### src/core/abs_pkg.sv
package abs_pkg;

   // ---------------------------------------------------------------
   // Timing
   // ---------------------------------------------------------------
   localparam int CLOCK_PERIOD_NS = 10;
   localparam int INIT_TIME_NS    = 2000;
   localparam int OSC_CAL_TIME_NS = 20000;
   localparam int LOCK_TIME_NS    = 5000;
   localparam int FG_CAL_TIME_NS  = 40000;
   localparam int CNT_W           = 12;
   localparam logic [CNT_W-1:0] INIT_CYCLES =
      CNT_W'((INIT_TIME_NS + CLOCK_PERIOD_NS - 1) / CLOCK_PERIOD_NS);
   localparam logic [CNT_W-1:0] OSC_CAL_CYCLES =
      CNT_W'((OSC_CAL_TIME_NS + CLOCK_PERIOD_NS - 1) / CLOCK_PERIOD_NS);
   localparam logic [CNT_W-1:0] LOCK_CYCLES =
      CNT_W'((LOCK_TIME_NS + CLOCK_PERIOD_NS - 1) / CLOCK_PERIOD_NS);
   localparam logic [CNT_W-1:0] FG_CAL_CYCLES =
      CNT_W'((FG_CAL_TIME_NS + CLOCK_PERIOD_NS - 1) / CLOCK_PERIOD_NS);
   localparam logic [CNT_W-1:0] MANUAL_TRIM_CYCLES = 12'h001;

   // ---------------------------------------------------------------
   // Register map
   // ---------------------------------------------------------------
   localparam int ADDR_W = 8;
   localparam logic [ADDR_W-1:0] CTRL_OFFSET   = 8'h00;
   localparam logic [ADDR_W-1:0] STATUS_OFFSET = 8'h04;
   localparam logic [ADDR_W-1:0] PLL_OFFSET    = 8'h08;
   localparam logic [ADDR_W-1:0] LINK_OFFSET   = 8'h0c;
   localparam logic [ADDR_W-1:0] CAL_OFFSET    = 8'h10;
   localparam logic [ADDR_W-1:0] TRIM_OFFSET   = 8'h14;

   localparam int CTRL_SOFT_RESET    = 0;
   localparam int CTRL_LINK_ENABLE   = 1;
   localparam int CTRL_CAL_ENABLE    = 2;
   localparam int CTRL_OSC_CAL_EN    = 3;
   localparam int CTRL_SYNTH_RESET   = 4;
   localparam int CTRL_PIN_TRIG_EN   = 5;
   localparam int CTRL_SOFT_TRIG     = 6;
   localparam int CTRL_OVERRANGE_EN  = 7;
   localparam int CTRL_SYNC_SEL      = 8;
   localparam int CTRL_CAL_STAT_SEL  = 9;
   localparam int CTRL_SERDES_REF_EN = 10;
   localparam int CAL_FOREGROUND     = 0;
   localparam int LINK_FORMAT_LSB    = 0;
   localparam int LINK_FORMAT_W      = 8;

   localparam logic [31:0] CTRL_RESET_VALUE = 32'h0000_0016;
   localparam logic [31:0] PLL_RESET_VALUE  = 32'h0000_0000;
   localparam logic [31:0] LINK_RESET_VALUE = 32'h0000_0000;
   localparam logic [31:0] CAL_RESET_VALUE  = 32'h0000_0001;
   localparam logic [31:0] TRIM_RESET_VALUE = 32'h0000_0000;
   // Formats from this code upward use 64B/66B, below it 8B/10B
   localparam logic [7:0]  FORMAT_64B66B_FIRST = 8'h08;

   localparam logic [1:0] RESP_OKAY   = 2'h0;
   localparam logic [1:0] RESP_SLVERR = 2'h2;

   // ---------------------------------------------------------------
   // Types
   // ---------------------------------------------------------------
   typedef struct packed {
      logic              valid;
      logic [ADDR_W-1:0] addr;
      logic [31:0]       data;
      logic [3:0]        strb;
   } abs_wr_type;

   typedef struct packed {
      logic [31:0] ctrl;
      logic [31:0] status;
      logic [31:0] pll;
      logic [31:0] link;
      logic [31:0] cal;
      logic [31:0] trim;
   } abs_view_type;

   typedef enum logic [4:0] {
      PLL_BYPASS  = 5'b00001,
      PLL_HELD    = 5'b00010,
      PLL_TRIM    = 5'b00100,
      PLL_LOCKING = 5'b01000,
      PLL_LOCKED  = 5'b10000
   } abs_pll_state_type;

   typedef enum logic [2:0] {
      CAL_IDLE = 3'b001,
      CAL_RUN  = 3'b010,
      CAL_DONE = 3'b100
   } abs_cal_state_type;

   typedef enum logic [2:0] {
      LINK_IDLE = 3'b001,
      LINK_CGS  = 3'b010,
      LINK_RUN  = 3'b100
   } abs_link_state_type;

   function automatic logic [31:0] applyStrobe(input logic [31:0] old,
                                               input logic [31:0] data,
                                               input logic [3:0]  strb);
      logic [31:0] result;
      result = old;
      for (int i = 0; i < 4; i++) begin
         if (strb[i]) begin
            result[i*8 +: 8] = data[i*8 +: 8];
         end
      end
      return result;
   endfunction : applyStrobe

   function automatic logic isMapped(input logic [ADDR_W-1:0] addr);
      return addr == CTRL_OFFSET || addr == STATUS_OFFSET ||
             addr == PLL_OFFSET  || addr == LINK_OFFSET   ||
             addr == CAL_OFFSET  || addr == TRIM_OFFSET;
   endfunction : isMapped

endpackage : abs_pkg

### src/core/abs_axi_regs.sv
`timescale 1ns/1ps
module abs_axi_regs
   import abs_pkg::*;
(
   input  wire logic              clock,
   input  wire logic              rst,
   input  wire logic [ADDR_W-1:0] awaddr,
   input  wire logic              awvalid,
   output logic                   awready,
   input  wire logic [31:0]       wdata,
   input  wire logic [3:0]        wstrb,
   input  wire logic              wvalid,
   output logic                   wready,
   output logic [1:0]             bresp,
   output logic                   bvalid,
   input  wire logic              bready,
   input  wire logic [ADDR_W-1:0] araddr,
   input  wire logic              arvalid,
   output logic                   arready,
   output logic [31:0]            rdata,
   output logic [1:0]             rresp,
   output logic                   rvalid,
   input  wire logic              rready,
   input  wire abs_view_type      regView,
   output abs_wr_type             wrReq
);

   typedef struct packed {
      logic              awHeld;
      logic              wHeld;
      logic [ADDR_W-1:0] awAddr;
      logic [31:0]       wData;
      logic [3:0]        wStrb;
      logic              awReady;
      logic              wReady;
      logic              bValid;
      logic [1:0]        bResp;
      logic              arReady;
      logic              rValid;
      logic [31:0]       rData;
      logic [1:0]        rResp;
      abs_wr_type        wr;
   } abs_axi_state_type;

   abs_axi_state_type q;
   abs_axi_state_type d;

   always_comb begin
      d = q;
      d.wr.valid = 1'b0;
      if (awvalid && q.awReady) begin
         d.awHeld = 1'b1;
         d.awAddr = awaddr;
      end
      if (wvalid && q.wReady) begin
         d.wHeld = 1'b1;
         d.wData = wdata;
         d.wStrb = wstrb;
      end
      if (q.bValid && bready) begin
         d.bValid = 1'b0;
      end
      // Response only after both halves, and never over a pending one
      if (q.awHeld && q.wHeld && !q.bValid) begin
         d.awHeld   = 1'b0;
         d.wHeld    = 1'b0;
         d.bValid   = 1'b1;
         d.bResp    = isMapped(q.awAddr) ? RESP_OKAY : RESP_SLVERR;
         d.wr.valid = isMapped(q.awAddr);
         d.wr.addr  = q.awAddr;
         d.wr.data  = q.wData;
         d.wr.strb  = q.wStrb;
      end
      d.awReady = !d.awHeld;
      d.wReady  = !d.wHeld;
      if (q.rValid && rready) begin
         d.rValid = 1'b0;
      end
      if (arvalid && q.arReady) begin
         d.rValid = 1'b1;
         d.rResp  = isMapped(araddr) ? RESP_OKAY : RESP_SLVERR;
         unique case (araddr)
            CTRL_OFFSET:   d.rData = regView.ctrl;
            STATUS_OFFSET: d.rData = regView.status;
            PLL_OFFSET:    d.rData = regView.pll;
            LINK_OFFSET:   d.rData = regView.link;
            CAL_OFFSET:    d.rData = regView.cal;
            TRIM_OFFSET:   d.rData = regView.trim;
            default:       d.rData = 32'h0000_0000;
         endcase
      end
      d.arReady = !d.rValid;
   end

   always_ff @(posedge clock) begin
      if (rst) begin
         q         <= '0;
         q.awReady <= 1'b1;
         q.wReady  <= 1'b1;
         q.arReady <= 1'b1;
      end else begin
         q <= d;
      end
   end

   assign awready = q.awReady;
   assign wready  = q.wReady;
   assign bvalid  = q.bValid;
   assign bresp   = q.bResp;
   assign arready = q.arReady;
   assign rvalid  = q.rValid;
   assign rdata   = q.rData;
   assign rresp   = q.rResp;
   assign wrReq   = q.wr;

endmodule : abs_axi_regs

### src/core/abs_bringup_core.sv
// Notes on behaviour
// - After soft reset, init-complete flag rises; host polls it.
// - Device reports trim done and lock; host checks both.
// - Finished calibration raises status pin; foreground-done bit only in foreground mode.
// - 8B/10B formats follow receiver sync; 64B/66B ignores it.
// - Data valid needs link up and calibration finished.
`timescale 1ns/1ps
module abs_bringup_core
   import abs_pkg::*;
(
   input  wire logic              clock,
   input  wire logic              rst,
   input  wire logic [ADDR_W-1:0] awaddr,
   input  wire logic              awvalid,
   output logic                   awready,
   input  wire logic [31:0]       wdata,
   input  wire logic [3:0]        wstrb,
   input  wire logic              wvalid,
   output logic                   wready,
   output logic [1:0]             bresp,
   output logic                   bvalid,
   input  wire logic              bready,
   input  wire logic [ADDR_W-1:0] araddr,
   input  wire logic              arvalid,
   output logic                   arready,
   output logic [31:0]            rdata,
   output logic [1:0]             rresp,
   output logic                   rvalid,
   input  wire logic              rready,
   input  wire logic              pllEnableStrap,
   input  wire logic              refInputSelectStrap,
   input  wire logic              powerDownPin,
   input  wire logic              calTriggerPin,
   input  wire logic              singleEndedSyncInput,
   input  wire logic              timestampDiffInput,
   output logic                   calStatusPin,
   output logic                   linkRunning,
   output logic                   dataValid,
   output logic                   serdesRefClockOutEnable,
   output logic                   overrangeDetectEnable,
   output logic                   auxClockEnable,
   output logic                   singleEndedRefClockSelected
);

   // ---------------------------------------------------------------
   // Pin indices and state
   // ---------------------------------------------------------------
   localparam int PIN_PLL_EN  = 0;
   localparam int PIN_REF_SEL = 1;
   localparam int PIN_PD      = 2;
   localparam int PIN_TRIG    = 3;
   localparam int PIN_SYNC_SE = 4;
   localparam int PIN_TIMESTAMP_DIFF_INPUT   = 5;
   localparam int PIN_COUNT   = 6;

   typedef struct packed {
      logic [PIN_COUNT-1:0] pinMeta;
      logic [PIN_COUNT-1:0] pinSync;
      logic [PIN_COUNT-1:0] pinPrev;
      logic [31:0]          ctrl;
      logic [31:0]          pll;
      logic [31:0]          link;
      logic [31:0]          cal;
      logic [31:0]          trim;
      logic                 initDone;
      logic [CNT_W-1:0]     initCnt;
      abs_pll_state_type    pllState;
      logic [CNT_W-1:0]     pllCnt;
      logic                 oscCalDone;
      logic                 synthLocked;
      abs_cal_state_type    calState;
      logic [CNT_W-1:0]     calCnt;
      logic                 fgDone;
      logic                 calStatus;
      abs_link_state_type   linkState;
      logic                 linkUp;
      logic                 dataOk;
      logic                 serdesRefEn;
      logic                 overrangeEn;
      logic                 auxEn;
      logic                 seRefSel;
   } abs_core_state_type;

   abs_core_state_type q;
   abs_core_state_type d;
   abs_wr_type         wrReq;
   abs_view_type       regView;

   logic [PIN_COUNT-1:0] pinIn;

   assign pinIn = {timestampDiffInput, singleEndedSyncInput, calTriggerPin,
                   powerDownPin, refInputSelectStrap, pllEnableStrap};

   // ---------------------------------------------------------------
   // Register slave
   // ---------------------------------------------------------------
   abs_axi_regs u_regs (
      .clock   (clock),
      .rst     (rst),
      .awaddr  (awaddr),
      .awvalid (awvalid),
      .awready (awready),
      .wdata   (wdata),
      .wstrb   (wstrb),
      .wvalid  (wvalid),
      .wready  (wready),
      .bresp   (bresp),
      .bvalid  (bvalid),
      .bready  (bready),
      .araddr  (araddr),
      .arvalid (arvalid),
      .arready (arready),
      .rdata   (rdata),
      .rresp   (rresp),
      .rvalid  (rvalid),
      .rready  (rready),
      .regView (regView),
      .wrReq   (wrReq)
   );

   always_comb begin
      regView.ctrl   = q.ctrl;
      regView.status = {24'h00_0000, 1'b0, q.dataOk, q.linkUp,
                        q.calState == CAL_RUN, q.fgDone, q.synthLocked,
                        q.oscCalDone, q.initDone};
      regView.pll    = q.pll;
      regView.link   = q.link;
      regView.cal    = q.cal;
      regView.trim   = q.trim;
   end

   // ---------------------------------------------------------------
   // Next state
   // ---------------------------------------------------------------
   always_comb begin
      logic powerDown;
      logic pllOn;
      logic softTrig;
      logic pinTrig;
      logic is8b10b;
      logic syncLevel;
      logic calFinished;
      powerDown   = 1'b0;
      pllOn       = 1'b0;
      softTrig    = 1'b0;
      pinTrig     = 1'b0;
      is8b10b     = 1'b0;
      syncLevel   = 1'b0;
      calFinished = 1'b0;
      d = q;
      // Only the second stage and its delayed copy feed any logic
      d.pinMeta = pinIn;
      d.pinSync = q.pinMeta;
      d.pinPrev = q.pinSync;
      powerDown = q.pinSync[PIN_PD];
      pllOn     = q.pinSync[PIN_PLL_EN];

      if (wrReq.valid) begin
         unique case (wrReq.addr)
            CTRL_OFFSET: d.ctrl = applyStrobe(q.ctrl, wrReq.data, wrReq.strb);
            PLL_OFFSET:  d.pll  = applyStrobe(q.pll,  wrReq.data, wrReq.strb);
            LINK_OFFSET: d.link = applyStrobe(q.link, wrReq.data, wrReq.strb);
            CAL_OFFSET:  d.cal  = applyStrobe(q.cal,  wrReq.data, wrReq.strb);
            TRIM_OFFSET: d.trim = applyStrobe(q.trim, wrReq.data, wrReq.strb);
            default: ;
         endcase
      end
      // Trigger is the written 0-to-1 edge, a rewrite of 1 does nothing
      softTrig = d.ctrl[CTRL_SOFT_TRIG] & ~q.ctrl[CTRL_SOFT_TRIG];
      pinTrig  = q.ctrl[CTRL_PIN_TRIG_EN] & q.pinSync[PIN_TRIG] &
                 ~q.pinPrev[PIN_TRIG];

      // Initialisation after reset or soft reset
      if (!q.initDone) begin
         if (q.initCnt == INIT_CYCLES - 12'h001) begin
            d.initDone = 1'b1;
         end else begin
            d.initCnt = q.initCnt + 12'h001;
         end
      end

      // Sampling synthesiser: held, trim, locking, locked
      unique case (q.pllState)
         PLL_BYPASS: begin
            if (pllOn && q.initDone) begin
               d.pllState = PLL_HELD;
            end
         end
         PLL_HELD: begin
            if (!q.ctrl[CTRL_SYNTH_RESET]) begin
               d.pllState = PLL_TRIM;
               d.pllCnt   = q.ctrl[CTRL_OSC_CAL_EN] ? OSC_CAL_CYCLES
                                                    : MANUAL_TRIM_CYCLES;
            end
         end
         PLL_TRIM: begin
            if (q.pllCnt == 12'h001) begin
               d.oscCalDone = 1'b1;
               d.pllState   = PLL_LOCKING;
               d.pllCnt     = LOCK_CYCLES;
            end else begin
               d.pllCnt = q.pllCnt - 12'h001;
            end
         end
         PLL_LOCKING: begin
            if (q.pllCnt == 12'h001) begin
               d.synthLocked = 1'b1;
               d.pllState    = PLL_LOCKED;
            end else begin
               d.pllCnt = q.pllCnt - 12'h001;
            end
         end
         PLL_LOCKED: ;
      endcase
      // Setting synth reset again drops both flags
      if (q.pllState != PLL_BYPASS && q.ctrl[CTRL_SYNTH_RESET]) begin
         d.pllState    = PLL_HELD;
         d.oscCalDone  = 1'b0;
         d.synthLocked = 1'b0;
      end
      if (!pllOn) begin
         d.pllState    = PLL_BYPASS;
         d.oscCalDone  = 1'b0;
         d.synthLocked = 1'b0;
      end

      // Calibration machine
      if (!q.ctrl[CTRL_CAL_ENABLE] || powerDown || !q.initDone) begin
         d.calState  = CAL_IDLE;
         d.fgDone    = 1'b0;
         d.calStatus = 1'b0;
      end else begin
         unique case (q.calState)
            CAL_IDLE, CAL_DONE: begin
               // Background mode runs once on enable, foreground waits
               if ((q.cal[CAL_FOREGROUND] && (softTrig || pinTrig)) ||
                   (!q.cal[CAL_FOREGROUND] && q.calState == CAL_IDLE)) begin
                  d.calState  = CAL_RUN;
                  d.calCnt    = FG_CAL_CYCLES;
                  d.fgDone    = 1'b0;
                  d.calStatus = 1'b0;
               end
            end
            CAL_RUN: begin
               if (q.calCnt == 12'h001) begin
                  d.calState  = CAL_DONE;
                  d.calStatus = 1'b1;
                  d.fgDone    = q.cal[CAL_FOREGROUND];
               end else begin
                  d.calCnt = q.calCnt - 12'h001;
               end
            end
         endcase
      end

      // Link machine
      is8b10b   = q.link[LINK_FORMAT_LSB +: LINK_FORMAT_W] <
                  FORMAT_64B66B_FIRST;
      syncLevel = q.ctrl[CTRL_SYNC_SEL] ? q.pinSync[PIN_TIMESTAMP_DIFF_INPUT]
                                        : q.pinSync[PIN_SYNC_SE];
      if (!q.ctrl[CTRL_LINK_ENABLE] || powerDown || !q.initDone) begin
         d.linkState = LINK_IDLE;
      end else begin
         unique case (q.linkState)
            LINK_IDLE: begin
               d.linkState = is8b10b ? LINK_CGS : LINK_RUN;
            end
            LINK_CGS: begin
               if (syncLevel) begin
                  d.linkState = LINK_RUN;
               end
            end
            LINK_RUN: begin
               // Sync low again is a resync request from the receiver
               if (is8b10b && !syncLevel) begin
                  d.linkState = LINK_CGS;
               end
            end
         endcase
      end
      d.linkUp    = d.linkState == LINK_RUN;
      calFinished = q.ctrl[CTRL_CAL_STAT_SEL] ? d.fgDone : d.calStatus;
      d.dataOk    = d.linkUp && calFinished;

      d.serdesRefEn = q.ctrl[CTRL_SERDES_REF_EN] && !powerDown;
      d.overrangeEn = q.ctrl[CTRL_OVERRANGE_EN];
      d.auxEn       = !powerDown;
      d.seRefSel    = q.pinSync[PIN_REF_SEL] && pllOn;

      // Soft reset restarts everything, keeps settings, then self-clears
      if (q.ctrl[CTRL_SOFT_RESET]) begin
         d.ctrl[CTRL_SOFT_RESET] = 1'b0;
         d.initDone    = 1'b0;
         d.initCnt     = '0;
         d.pllState    = PLL_BYPASS;
         d.oscCalDone  = 1'b0;
         d.synthLocked = 1'b0;
         d.calState    = CAL_IDLE;
         d.fgDone      = 1'b0;
         d.calStatus   = 1'b0;
         d.linkState   = LINK_IDLE;
         d.linkUp      = 1'b0;
         d.dataOk      = 1'b0;
      end
   end

   always_ff @(posedge clock) begin
      if (rst) begin
         q           <= '0;
         q.ctrl      <= CTRL_RESET_VALUE;
         q.pll       <= PLL_RESET_VALUE;
         q.link      <= LINK_RESET_VALUE;
         q.cal       <= CAL_RESET_VALUE;
         q.trim      <= TRIM_RESET_VALUE;
         q.pllState  <= PLL_BYPASS;
         q.calState  <= CAL_IDLE;
         q.linkState <= LINK_IDLE;
      end else begin
         q <= d;
      end
   end

   assign calStatusPin                = q.calStatus;
   assign linkRunning                 = q.linkUp;
   assign dataValid                   = q.dataOk;
   assign serdesRefClockOutEnable     = q.serdesRefEn;
   assign overrangeDetectEnable       = q.overrangeEn;
   assign auxClockEnable              = q.auxEn;
   assign singleEndedRefClockSelected = q.seRefSel;

endmodule : abs_bringup_core

### config.mk
export PLATFORM = sky130hd
export DESIGN_NAME = abs_bringup_core
export DESIGN_NICKNAME = d
export VERILOG_FILES = /design/src/core/abs_pkg.sv /design/src/core/abs_axi_regs.sv /design/src/core/abs_bringup_core.sv
export SDC_FILE = /design/constraint.sdc
export NUM_CORES = 1
export LEC_CHECK = 0
export BUFFER_PORTS_ARGS = -buffer_cell sky130_fd_sc_hd__buf_2
export CAP_MARGIN = 20
export CORE_AREA = 2 2 128 224
export CTS_CLUSTER_DIAMETER = 100
export CTS_CLUSTER_SIZE = 30
export DETAILED_ROUTE_END_ITERATION = 16
export DIE_AREA = 0 0 130 226
export PLACE_DENSITY = 0.72
export SLEW_MARGIN = 20
export SYNTH_ARGS = -nofsm -noshare
export SYNTH_HDL_FRONTEND = slang
export SYNTH_SLANG_ARGS = --single-unit
### constraint.sdc
create_clock -name clock -period 2.1 [get_ports clock]
set_clock_uncertainty 0.15 [all_clocks]
set_input_delay 0.42 -clock clock [delete_from_list [all_inputs] [get_ports clock]]
set_output_delay 0.42 -clock clock [all_outputs]
set_load 0.02 [all_outputs]
## Word level (Yosys, flattened, before mapping)

Cells that the tools add are included.

- Register bits: 366
- Input bits: 65
- Output and inout port bits: 48
- Logic and storage cells: 256

- Add/subtract/negate cells: 3
- Order comparisons: 1
- Equal/unequal tests: 41
- Muxes and demuxes: 59
- Bitwise gates (word level): 10
- Reductions and logical operators: 82

Operator list:

| kind | count |
|---|---|
| case mux 32 bit (6 select lines) | 1 |
| two-way mux 135 bit | 1 |
| two-way mux 32 bit | 4 |
| two-way mux 8 bit | 16 |
| AND reduction 3 bit | 22 |
| == test 8 x 4 -> 1 bit, second input constant | 6 |
| == test 8 x 5 -> 1 bit, second input constant | 6 |
| two-way mux 12 bit | 4 |
| case mux 12 bit (3 select lines) | 1 |
| two-way mux 35 bit | 1 |
| two-way mux 17 bit | 2 |
| case mux 17 bit (2 select lines) | 1 |
| == test 12 x 1 -> 1 bit, second input constant | 2 |
| logical NOT 8 bit | 3 |
| subtractor 12 x 1 -> 12 bit, second input constant | 2 |
| case mux 5 bit (4 select lines) | 1 |
| two-way mux 3 bit | 6 |
| == test 8 x 3 -> 1 bit, second input constant | 2 |
| logical OR 1 bit | 16 |
| inequality test 2 bit, second input constant | 8 |
| logical AND 1 bit | 15 |
| two-way mux 5 bit | 3 |
| two-way mux 7 bit | 2 |
| two-way mux 13 bit | 1 |
| other kinds (28) | 70 |

## Depth between registers and ports, before layout

Gate-level depths: netlist of the first run.

- Depth after elaboration: 12
- Depth in mapped cells: 9
- Depth with buffers taken out: 7

## Hierarchy

A second synthesis of the first run with hierarchy kept.

- Cell total of the unflattened synthesis: 1,673
- Area total of the unflattened synthesis: 15,637.5 um2

By module, submodules not included:

| module | instances | cells an instance | area an instance (um2) | seq. area each (um2) |
|---|---|---|---|---|
| abs_bringup_core | 1 | 988 | 9,196.3 | 4,624.4 |
| abs_axi_regs | 1 | 685 | 6,441.2 | 2,602.5 |

## Least setup slack after synthesis of the first run

OpenSTA, ideal clock, no wires.

- Path kind: flip-flop to flip-flop
- From: reg q[15] (netlist bit)
- To: reg q, in the netlist dataValid
- Setup time: 88 ps
- Arrival: 1,948 ps
- Data required time: 1,862 ps
- Slack: -87 ps
- Cell stages (with the launch flop): 8
- Path buffers: 2
- Clock period less this slack: 2,187 ps
- Cells stage by stage: dfxtp_1 or4_1 buf_2 nor4_4 and2_4 buf_8 o211ai_1 a311oi_2

- Cells in the longest elaborated chain, start to end: 6

Ends and longest elaborated chain:

| item | RTL line | RTL |
|---|---|---|
| start, declared | abs_bringup_core.sv:84 | `abs_core_state_type q;` |
| == test 12 x 1 -> 1 bit | abs_bringup_core.sv:245 | `if (q.calCnt == 12'h001) begin` |
| two-way mux 2 bit | abs_bringup_core.sv:245 |  |
| case mux 17 bit (2 select lines) | abs_bringup_core.sv:233 | `unique case (q.calState)` |
| two-way mux 2 bit | abs_bringup_core.sv:228 | `if (!q.ctrl[CTRL_CAL_ENABLE] \|\| powerDown \|\| !q.initDone) begin` |
| two-way mux 1 bit | abs_bringup_core.sv:282 | `calFinished = q.ctrl[CTRL_CAL_STAT_SEL] ? d.fgDone : d.calStatus;` |
| logical AND 1 bit | abs_bringup_core.sv:283 | `d.dataOk = d.linkUp && calFinished;` |

Every way passes these cells.
A chain may end at the register's enable or synchronous reset.

## Final worst setup path of the first run

- From: reg q[15] (netlist bit)
- To: reg q[21] (netlist bit)

- Cells in the longest elaborated chain, start to end: 3
- Elaborated cells between the ends (all ways): 6
- Classes of those cells: add/sub (1); eq/ne (2); mux (2); reduce/logical (1)

Ends and longest elaborated chain:

| item | RTL line |
|---|---|
| subtractor 12 x 1 -> 12 bit / == test 12 x 1 -> 1 bit (equally long branches) | abs_bringup_core.sv:250, abs_bringup_core.sv:245 |
| two-way mux 12 bit / inequality test 2 bit (equally long branches) | -- |
| case mux 17 bit (2 select lines) / AND reduction 3 bit (equally long branches) | -- |

Several ways; a longest one is shown, not always the timed one. The select of a mux whose other input is x is not followed.

==> impl_metrics.yaml, run 1 <==
floorplanning:
  num_rows: 81
  die_height_um: 226
  floorplan.die_area_um2: 29400
  die-width_um: 130
  i_o_pins: 113
  effective_utilization_at_floorplan: 0.533
  core_area_um2: 27700
placed_design:
  dpl.hpwl_um: 28700
  gp_routability_congestion: 0.922
  placed_cells_incl_taps: 2206
  port_buffers: 110
timing:
  slew-limit-headroom: 0.432
  finalSetupViolations: 1
  final.setup.tns_ns: -0.00625
  fin_hold_ws_ns: 0.00508
  final_max_slew_viol_count: 0
  grt_setup_unrepaired: "true"
  timing_worst_slew_pin_value_ns: 0.852
  period_share: 1.00
  timing.fmax_mhz: 475
  layout_min_cycle_time_ns: 2.11
  finalHoldViolCount: 0
  worst_slack_ns: -0.00625
clock_tree:
  cts_buffers: 16
  insertion_delay_ns: 0.52
  cts_max_level: 1
  ctsLongestPathBuffers: 3
  cts_sinks: 361
  clock-root-buffer: "sky130_fd_sc_hd__clkbuf_16"
  tritoncts: "done"
  clock_transition_at_path_regs_ns: 0.12
logic_synthesis:
  synth.distinct_cells: 77
  post_synth_main_area_contributors: "sky130_fd_sc_hd__dfxtp_1, sky130_fd_sc_hd__nand2_1, sky130_fd_sc_hd__a21oi_1"
  synth_top_cell_by_area: "sky130_fd_sc_hd__dfxtp_1"
  postSynthRegisterBits: 361
  dominantRegCellSynth: "sky130_fd_sc_hd__dfxtp_1"
  yosys_warnings: 0
  synth.most_common_cell: "sky130_fd_sc_hd__dfxtp_1"
  synth_async_sr_flop_share: 0
  syn_avg_cell_area_um2: 8.50
  mappedNetlistArea_um2: 14700
  ys_top_cells_by_count: "sky130_fd_sc_hd__dfxtp_1, sky130_fd_sc_hd__nand2_1, sky130_fd_sc_hd__a21oi_1, sky130_fd_sc_hd__o21ai_0, sky130_fd_sc_hd__nor2_1"
  synth_edf_count: 0
  synth_top_cell_area_share: 0.490
  count_of_mapped_cells_out_of_synthesis: 1735
  synth_seq_area_share: 0.490
detailed_routing:
  first_pass_iters: 6
  detail_route.wl_per_cell_um: 18.7
  route.final.wire_length_um: 42900
  drtAntennaViolNets: 0
  route.detailed.drc: 0
  drt_first_iter_violations: 1034
  average_vias_per_placed_instance: 5.83
  routed-via-count: 13300
setup_path:
  crit_fanout: 4
  required_ns: 2.37
  crit_type: "reg -> reg"
  critPathCaptureType: "flip-flop"
  regToRegSetupSlack_ns: -0.006
  cp.arrival_ns: 2.37
  critPathLaunchType: "flip-flop"
power:
  leakage_nw: 6.46
  pwr_density_cell_nw_per_um2: 643
  pwr_total_mw: 11.4
  vdd_drop_max_uv: 736
global_route:
  antenna_found_initial: 1
  globalRouteOverflowTotal: 0
  grt_usage: 0.280
  grt_start_max_net_pins: 82
  grt_pass1_vias: 12700
  grt_pass1_wl_um: 65900
finish:
  final.fill_count: 2357
  stdcell_count: 2290
  post_route_cells_drive_above_1_share: 0.188
  final_nets: 1986
  antenna_cells: 0
  syn_to_layout_area_delta_pct: 20.2
worst_hold_path:
  min-delay-path-class: "in -> reg"
job:
  drv.max_cap_violation_count: 0
status:
  failed_checks: "negative setup slack"
  status: "finished with violations"
report_power, final:
part           internal (mW)  switching, mW
logic                  0.275          0.411
clock network           1.50           2.19
registers               6.95         0.0718
cell type report:
type | instances | area [µm²] | share of cell area
Sequential cell | 361 | 7240 | 0.409
Multi-Input combinational cell | 1209 | 7030 | 0.396
Timing Repair Buffer | 305 | 2450 | 0.138
Tap cell | 373 | 467 | 0.0263
Clock buffer | 18 | 429 | 0.0242
Inverter | 23 | 86.3 | 0.00487
Clock inverter | 1 | 30.0 | 0.00169
layer usage:
| layer | GRT usage | up-vias | wire [µm] |
|---|---|---|---|
| li1 | - | 6429 | - |
| met1 | 0.326 | 6358 | 16400 |
| met2 | 0.514 | 456 | 22600 |
| met3 | 0.0291 | 106 | 2120 |
| met4 | 0.114 | 0 | 1820 |
| met5 | 0 | - | 0 |
timing repair:
item / in CTS / in global routing
buffers inserted: 8 / 11
pin swaps: 9 / 18
gates resized for setup: 18 / 67
hold buffers: 44 / 0
endpoints found under the setup margin: 17 / 56
endpoints found under the hold margin: 44 / 0
gates cloned: 1 / 3
metrics by stage:
step	setup WS (ns)	cell area, µm²	util
after floorplan	0.00181	14800	-
after global placement	-0.187	16300	0.591
after detailed placement	-0.213	16300	0.591
after CTS	-0.0146	17400	0.628
after global routing	-0.0983	17700	0.641
final	-0.00625	17700	0.641
sequential cells by signal, summed over array words and instances, names as in the netlist, 13 cells and up:
name,cells
u_regs.rdata,32
u_regs.wrReq,45
d,13
q,211
u_regs.q,46
worst max-delay path: stages (launching register included):
cell and delay, ns:
sky130_fd_sc_hd__dfxtp_2 0.34, sky130_fd_sc_hd__or4_4 0.57, sky130_fd_sc_hd__buf_4 0.18, sky130_fd_sc_hd__nor2_1 0.16
sky130_fd_sc_hd__a41oi_1 0.18, sky130_fd_sc_hd__o311ai_1 0.28, sky130_fd_sc_hd__o41ai_1 0.14
placed cells by master, fill, tap and decap left out, drive strengths merged, types with 29 or more instances in the layout:
cell and count:
dfxtp 361, nand2 313, buf 258, a21oi 232
o21ai 140, nor2 112, mux2i 62, a22o 53
dlygate4sd3 44, o22ai 30, a22oi 29
path summary, 6_finish.rpt:
path              depth (start not counted)            end  startpoint
setup / recovery                          6          q[21]       q[15]
hold / removal                            3  u_regs.q[117]   wdata[27]
setup reg to reg                          6          q[21]       q[15]
hold reg to reg                           1         d[218]      d[224]
logic make-up (layout without fill, tap and decap cells):
family / Yosys count / in the layout / synth area share
XOR/XNOR: 11 / 11 / 0.00653
other: 1 / 2 / 0.000254
multiplexers: 62 / 62 / 0.0421
AND/OR/NAND/NOR: 573 / 574 / 0.177
AO/OA/AOI/OAI: 555 / 555 / 0.226
flip-flops: 361 / 361 / 0.490
buffers and inverters: 167 / 347 / 0.0534
adder cells (fa/ha/maj): 5 / 5 / 0.00424
No activity file was read; power rests on OpenSTA's default activity.
==> run 2, diff against run 1 <==
--- a/config.mk
+++ b/config.mk
@@ -7,12 +7,13 @@
 export LEC_CHECK = 0
 export BUFFER_PORTS_ARGS = -buffer_cell sky130_fd_sc_hd__buf_2
 export CAP_MARGIN = 20
-export CORE_AREA = 2 2 128 224
+export CORE_AREA = 2 2 127 222
+export CTS_BUF_LIST = sky130_fd_sc_hd__clkbuf_8
 export CTS_CLUSTER_DIAMETER = 100
 export CTS_CLUSTER_SIZE = 30
 export DETAILED_ROUTE_END_ITERATION = 16
-export DIE_AREA = 0 0 130 226
-export PLACE_DENSITY = 0.72
+export DIE_AREA = 0 0 129 224
+export PLACE_DENSITY = 0.73
 export SLEW_MARGIN = 20
 export SYNTH_ARGS = -nofsm -noshare
 export SYNTH_HDL_FRONTEND = slang
==> impl_metrics.yaml, run 2 (synthesized netlist as in run 1, its figures left out) <==
setup_path:
  timing.critical_path.slowest_cell_delay_ns: 0.38
  crit_type: "reg -> reg"
  critPathLaunchType: "flip-flop"
  timing.critical_path.max_delay_family: "simple AND/OR/NAND/NOR gates"
  required_ns: 2.47
  worstRegToRegCells: 6
  crit_cells: 6
  crit_path_slowest_cell: "sky130_fd_sc_hd__and4b_2"
  crit_path_cell_trace: "nor4_4, and4b_2, o31ai_4, bufbuf_16, a211o_1, a221oi_2"
  cp.arrival_ns: 2.49
  crit_fanout: 6
  crit_path_buf_inv_count: 1
  critPathCaptureType: "flip-flop"
timing:
  layout_min_cycle_time_ns: 2.12
  finalSetupViolations: 3
  grt_setup_unrepaired: "true"
  timing.fmax_mhz: 471
  fin_hold_ws_ns: 0.117
  worst_slack_ns: -0.0247
  final.setup.tns_ns: -0.0615
  slew-limit-headroom: 0.380
  timing_worst_slew_pin_value_ns: 0.931
  finalHoldViolCount: 0
  final_max_slew_viol_count: 0
  period_share: 1.01
finish:
  final.fill_count: 2285
  syn_to_layout_area_delta_pct: 18.5
  post_route_cells_drive_above_1_share: 0.181
  registers.top_by_ff_count: "q"
  final_nets: 1989
  postLayoutCellArea_um2: 17500
  multi_input_comb_area_um2: 6960
  most-common-layout-cells: "sky130_fd_sc_hd__dfxtp_1, sky130_fd_sc_hd__nand2_1, sky130_fd_sc_hd__a21oi_1"
  largest_reg_flops: 211
  most_common_cell_after_layout_fill_and_taps_aside: "sky130_fd_sc_hd__dfxtp_1"
  register_area_um2: 7240
detailed_routing:
  route.detailed.drc: 0
  average_vias_per_placed_instance: 5.81
  drt_first_iter_violations: 846
  routed-via-count: 13300
  drtAntennaViolNets: 0
  first_pass_iters: 5
  detail_route.wl_per_cell_um: 17.9
  route.final.wire_length_um: 41100
power:
  vdd_drop_max_uv: 531
  leakage_nw: 6.35
  pwr_density_cell_nw_per_um2: 613
floorplanning:
  floorplan.die_area_um2: 28900
  die_height_um: 224
  num_rows: 80
  die-width_um: 129
  effective_utilization_at_floorplan: 0.544
  i_o_pins: 113
  core_area_um2: 27100
status:
  failed_checks: "negative setup slack"
  status: "finished with violations"
global_route:
  antenna_found_initial: 1
  grt_start_max_net_pins: 85
  grt_pass1_wl_um: 65100
  grt_pass1_vias: 12800
  globalRouteOverflowTotal: 0
  grt_usage: 0.278
placed_design:
  dpl.hpwl_um: 28600
  cell_area_after_placement_um2: 16300
  gp_routability_congestion: 0.904
  port_buffers: 110
clock_tree:
  clock-root-buffer: "sky130_fd_sc_hd__clkbuf_8"
  tritoncts: "done"
  cts_sinks: 361
  ctsLongestPathBuffers: 3
  cts_max_level: 1
  cts_buffers: 16
  clock_transition_at_path_regs_ns: 0.18
  insertion_delay_ns: 0.57
worst_hold_path:
  min-delay-path-class: "in -> reg"
  min_path_cells: 4
job:
  drv.max_cap_violation_count: 0
-- run 2: cell types whose count changed in the layout (fill, tap and decap cells not counted), sizes merged --
cell,delta
diode,+1
clkbuf,-4
bufbuf,+1
dlygate4sd3,+9
buf,-4
bufinv,+1
-- run 2: cell type report --
type / instances / share of cell area
clock inverters: 2 / 0.00344
flip-flops and latches: 361 / 0.415
well taps: 369 / 0.0264
repair buffers: 308 / 0.139
clock buffers: 17 / 0.0134
multi-input cells: 1209 / 0.398
diodes: 1 / 0.000143
inverters: 23 / 0.00494
-- run 2: report_power, final --
| part | internal [mW] | leakage, nW | total (mW) | switching (mW) |
|---|---|---|---|---|
| combinational | 0.284 | 3.28 | 0.695 | 0.411 |
| sequential | 6.96 | 2.93 | 7.03 | 0.0726 |
| clock | 0.897 | 0.148 | 2.98 | 2.09 |
-- run 2: final timing paths --
path / startpoint / end / slack, ns
max: u_regs.wrReq[36] / q[20] / -0.02
min: arvalid / u_regs.arready / 0.12
max reg2reg: u_regs.wrReq[36] / q[20] / -0.02
min reg2reg: d[224] / d[218] / 0.29
-- run 2: repair_timing --
| item | in CTS | in global routing |
|---|---|---|
| pin swaps | 9 | 9 |
| buffers inserted | 5 | 9 |
| hold buffers | 53 | 0 |
| hold endpoints to repair | 53 | 0 |
| resized for setup | 14 | 51 |
| gates cloned | 3 | 1 |
| endpoints found under the setup margin | 27 | 113 |
-- run 2: tightest hold or removal path, stage by stage --
cell	delay, ns
sky130_fd_sc_hd__buf_2	0.08
sky130_fd_sc_hd__nand2_1	0.16
sky130_fd_sc_hd__nand2_1	0.10
sky130_fd_sc_hd__nand2_1	0.06
-- run 2: routing by layer --
| layer | vias to the layer above | share of wire | track usage |
|---|---|---|---|
| li1 | 6423 | - | - |
| met1 | 6375 | 0.39 | 0.321 |
| met2 | 403 | 0.53 | 0.515 |
| met3 | 96 | 0.043 | 0.0246 |
| met4 | 0 | 0.037 | 0.118 |
| met5 | - | 0 | 0 |
-- run 2: per-stage QoR --
stage	total power, mW	instances	worst slack (ns)	utilization
finish	10.7	2290	-0.0247	0.644
global placement	7.77	2200	-0.179	0.599
global route	11.1	2290	-0.0890	0.644
detailed placement	7.78	2200	-0.200	0.599
CTS	10.8	2279	-0.0181	0.634
floorplan	7.53	1736	0.00181	-
==> run 3, diff against run 2 <==
--- a/config.mk
+++ b/config.mk
@@ -5,14 +5,15 @@
 export SDC_FILE = /design/constraint.sdc
 export NUM_CORES = 1
 export LEC_CHECK = 0
+export ABC_AREA = 1
 export BUFFER_PORTS_ARGS = -buffer_cell sky130_fd_sc_hd__buf_2
 export CAP_MARGIN = 20
-export CORE_AREA = 2 2 127 222
+export CORE_AREA = 2 2 128 223
 export CTS_BUF_LIST = sky130_fd_sc_hd__clkbuf_8
 export CTS_CLUSTER_DIAMETER = 100
 export CTS_CLUSTER_SIZE = 30
 export DETAILED_ROUTE_END_ITERATION = 16
-export DIE_AREA = 0 0 129 224
+export DIE_AREA = 0 0 130 225
 export PLACE_DENSITY = 0.73
 export SLEW_MARGIN = 20
 export SYNTH_ARGS = -nofsm -noshare
==> impl_metrics.yaml, run 3 <==
status:
  status: "finished clean"
power:
  vdd_drop_max_uv: 803
  power_report.internal_total_mw: 8.05
  pwr-share-comb: 0.072
  pwr_density_cell_nw_per_um2: 641
  swShare: 0.243
  pwr_total_mw: 10.6
  switchingPower_mw: 2.59
  power_frac_clock: 0.265
  seq_power_share: 0.662
  leakage_nw: 6.58
detailed_routing:
  first_pass_iters: 6
  drtAntennaViolNets: 0
  routed-via-count: 13000
  route.final.wire_length_um: 38900
  drt_first_iter_violations: 776
  average_vias_per_placed_instance: 5.50
  route.detailed.drc: 0
  detail_route.wl_per_cell_um: 16.4
logic_synthesis:
  largest_family_of_logic_cells_by_synthesized_area: "compound AO/OA/AOI/OAI gates"
  dominantRegCellSynth: "sky130_fd_sc_hd__dfxtp_1"
  synth_top_cell_area_share: 0.486
  synth_mux_area_frac: 0.000672
  synth-xor-area-share: 0.0100
  synth_async_sr_flop_share: 0
  synth_simple_gate_area_frac: 0.172
  synth.distinct_cells: 45
  synth-compound-area-share: 0.222
  synth_fa_ha_area_frac: 0.00420
  synth.most_common_cell: "sky130_fd_sc_hd__dfxtp_1"
  synth_top_cell_by_area: "sky130_fd_sc_hd__dfxtp_1"
  yosys_warnings: 0
  mappedNetlistArea_um2: 14900
  post_synth_main_area_contributors: "sky130_fd_sc_hd__dfxtp_1, sky130_fd_sc_hd__a21oi_1, sky130_fd_sc_hd__o21ai_0"
  postSynthRegisterBits: 361
  ys_top_cells_by_count: "sky130_fd_sc_hd__dfxtp_1, sky130_fd_sc_hd__a21oi_1, sky130_fd_sc_hd__o21ai_0, sky130_fd_sc_hd__inv_1, sky130_fd_sc_hd__nand2_1"
  synth_edf_count: 0
  synth_seq_area_share: 0.486
  syn_avg_cell_area_um2: 7.85
  count_of_mapped_cells_out_of_synthesis: 1897
setup_path:
  crit_type: "reg -> reg"
  crit_path_slowest_cell: "sky130_fd_sc_hd__dfxtp_1"
  required_ns: 2.41
  worstRegToRegCells: 12
  worstReg2RegStart: "q[29]"
  crit-reg2reg-capture: "q[34]"
  cp.arrival_ns: 2.23
  crit_path_cell_trace: "inv_1, ha_1, inv_1, nor3_2, nand2_1, nor2_2, nand2_1, nand3_4, buf_4, nor2_4, o21ai_0, a21oi_1"
  regToRegSetupSlack_ns: 0.18
  crit_fanout: 6
  critPathLaunchType: "flip-flop"
  critPathCaptureType: "flip-flop"
  crit_path_buf_inv_count: 3
  timing.critical_path.slowest_cell_delay_ns: 0.36
  timing.critical_path.max_delay_family: "simple AND/OR/NAND/NOR gates"
timing:
  final.setup.tns_ns: 0
  slew-limit-headroom: 0.499
  layout_min_cycle_time_ns: 1.92
  final_max_slew_viol_count: 0
  finalHoldViolCount: 0
  fin_hold_ws_ns: 0.0647
  period_share: 0.915
  finalSetupViolations: 0
  timing.fmax_mhz: 520
  timing_worst_slew_pin_value_ns: 0.752
placed_design:
  placed_cells_incl_taps: 2295
  port_buffers: 110
  dpl.hpwl_um: 26600
  gp_routability_congestion: 0.899
floorplanning:
  floorplan.die_area_um2: 29300
  num_rows: 80
  core_area_um2: 27300
  die_height_um: 225
  die-width_um: 130
  i_o_pins: 113
  effective_utilization_at_floorplan: 0.545
finish:
  post_route_cells_drive_above_1_share: 0.125
  final_nets: 2069
  stdcell_count: 2370
  syn_to_layout_area_delta_pct: 11.4
  most_common_cell_after_layout_fill_and_taps_aside: "sky130_fd_sc_hd__dfxtp_1"
  largest_reg_flops: 211
  registers.top_by_ff_count: "q"
  most-common-layout-cells: "sky130_fd_sc_hd__dfxtp_1, sky130_fd_sc_hd__a21oi_1, sky130_fd_sc_hd__o21ai_0"
clock_tree:
  ctsLongestPathBuffers: 3
  insertion_delay_ns: 0.59
  cts_max_level: 1
  tritoncts: "done"
  cts_sinks: 361
  cts_buffers: 16
  clock_transition_at_path_regs_ns: 0.17
  clock-root-buffer: "sky130_fd_sc_hd__clkbuf_8"
global_route:
  grt_usage: 0.266
  grt_pass1_vias: 12300
  globalRouteOverflowTotal: 0
  grt_pass1_wl_um: 62200
  grt_start_max_net_pins: 87
  antenna_found_initial: 2
job:
  drv.max_cap_violation_count: 0
worst_hold_path:
  min_path_cells: 3
  min-delay-path-class: "in -> reg"
  min_to: "u_regs.rresp[1]"
  min_from: "araddr[4]"
## run 3: changes by cell type after synthesis, moves of 29 or more
cell	delta
sky130_fd_sc_hd__inv_1	+192
sky130_fd_sc_hd__clkbuf_1	-37
sky130_fd_sc_hd__mux2i_1	-61
sky130_fd_sc_hd__a22o_1	-53
sky130_fd_sc_hd__nand3_1	+98
sky130_fd_sc_hd__nand2_1	-104
sky130_fd_sc_hd__nor2_1	+30
sky130_fd_sc_hd__a22oi_1	-29
sky130_fd_sc_hd__o21ai_0	+91
## run 3: final cells by class
type | instances | area [µm²]
multi-input cells | 1181 | 6150
well taps | 369 | 462
clock buffers | 17 | 234
flip-flops and latches | 361 | 7230
repair inverters | 1 | 7.51
clock inverters | 2 | 33.8
repair buffers | 219 | 1640
inverters | 219 | 831
fillers | 2510 | 10700
diodes | 1 | 2.50
## run 3: worst max-delay path by stage
stage | startpoint | to | slack, ns | cells past startpoint
floorplan | q[11] | q[21] | 0.37 | 9
global placement | araddr[5] | u_regs.rdata[1] | 0.04 | 8
detailed placement | araddr[5] | u_regs.rdata[2] | 0.002 | 8
CTS | q[29] | q[36] | 0.07 | 12
global route | q[40] | q[39] | -0.02 | 11
finish | q[29] | q[34] | 0.18 | 12
## run 3: per-layer routing
metal | wire, µm | track usage
met5 | 14 | 0
met1 | 15300 | 0.302
met4 | 1630 | 0.118
met2 | 20300 | 0.489
met3 | 1650 | 0.0297
## run 3: power groups by stage
stage          combinational, mW  sequential [mW]  clock [mW]
4_1_cts                    0.765             7.04        2.88
5_1_grt                    0.846             7.06        3.09
3_3_place_gp               0.679             7.18           0
6_report                   0.769             7.04        2.82
2_1_floorplan              0.432             7.18           0
3_5_place_dp               0.687             7.19           0
## run 3: cells by family (layout without fill, tap and decap cells)
family / Yosys count / count (layout)
other: 1 / 3
and+or+nand+nor: 550 / 550
adders and majority gates: 5 / 5
AOI/OAI and AO/OA: 606 / 606
DFF: 361 / 361
muxes: 1 / 1
xor gates and xnor gates: 17 / 17
buffers and inverters: 356 / 458
## run 3: tightest hold or removal path: stages
cell,delay (ns)
sky130_fd_sc_hd__buf_2,0.12
sky130_fd_sc_hd__a211oi_1,0.11
sky130_fd_sc_hd__a21oi_1,0.11
## run 3: per-stage QoR
stage	setup WS (ns)	area [µm²]	util
3_3_place_gp	0.0365	15700	0.575
6_report	0.178	16600	0.607
2_1_floorplan	0.369	14900	-
4_1_cts	0.0675	16500	0.604
3_5_place_dp	0.00223	15700	0.575
5_1_grt	-0.0158	16600	0.607
## run 3: what timing repair did
item                                    4_1_cts  5_1_grt
hold buffers                                 52        0
gates resized for setup                       0       10
setup buffers                                 0        2
endpoints found under the setup margin        0       24
hold endpoints to repair                     52        0
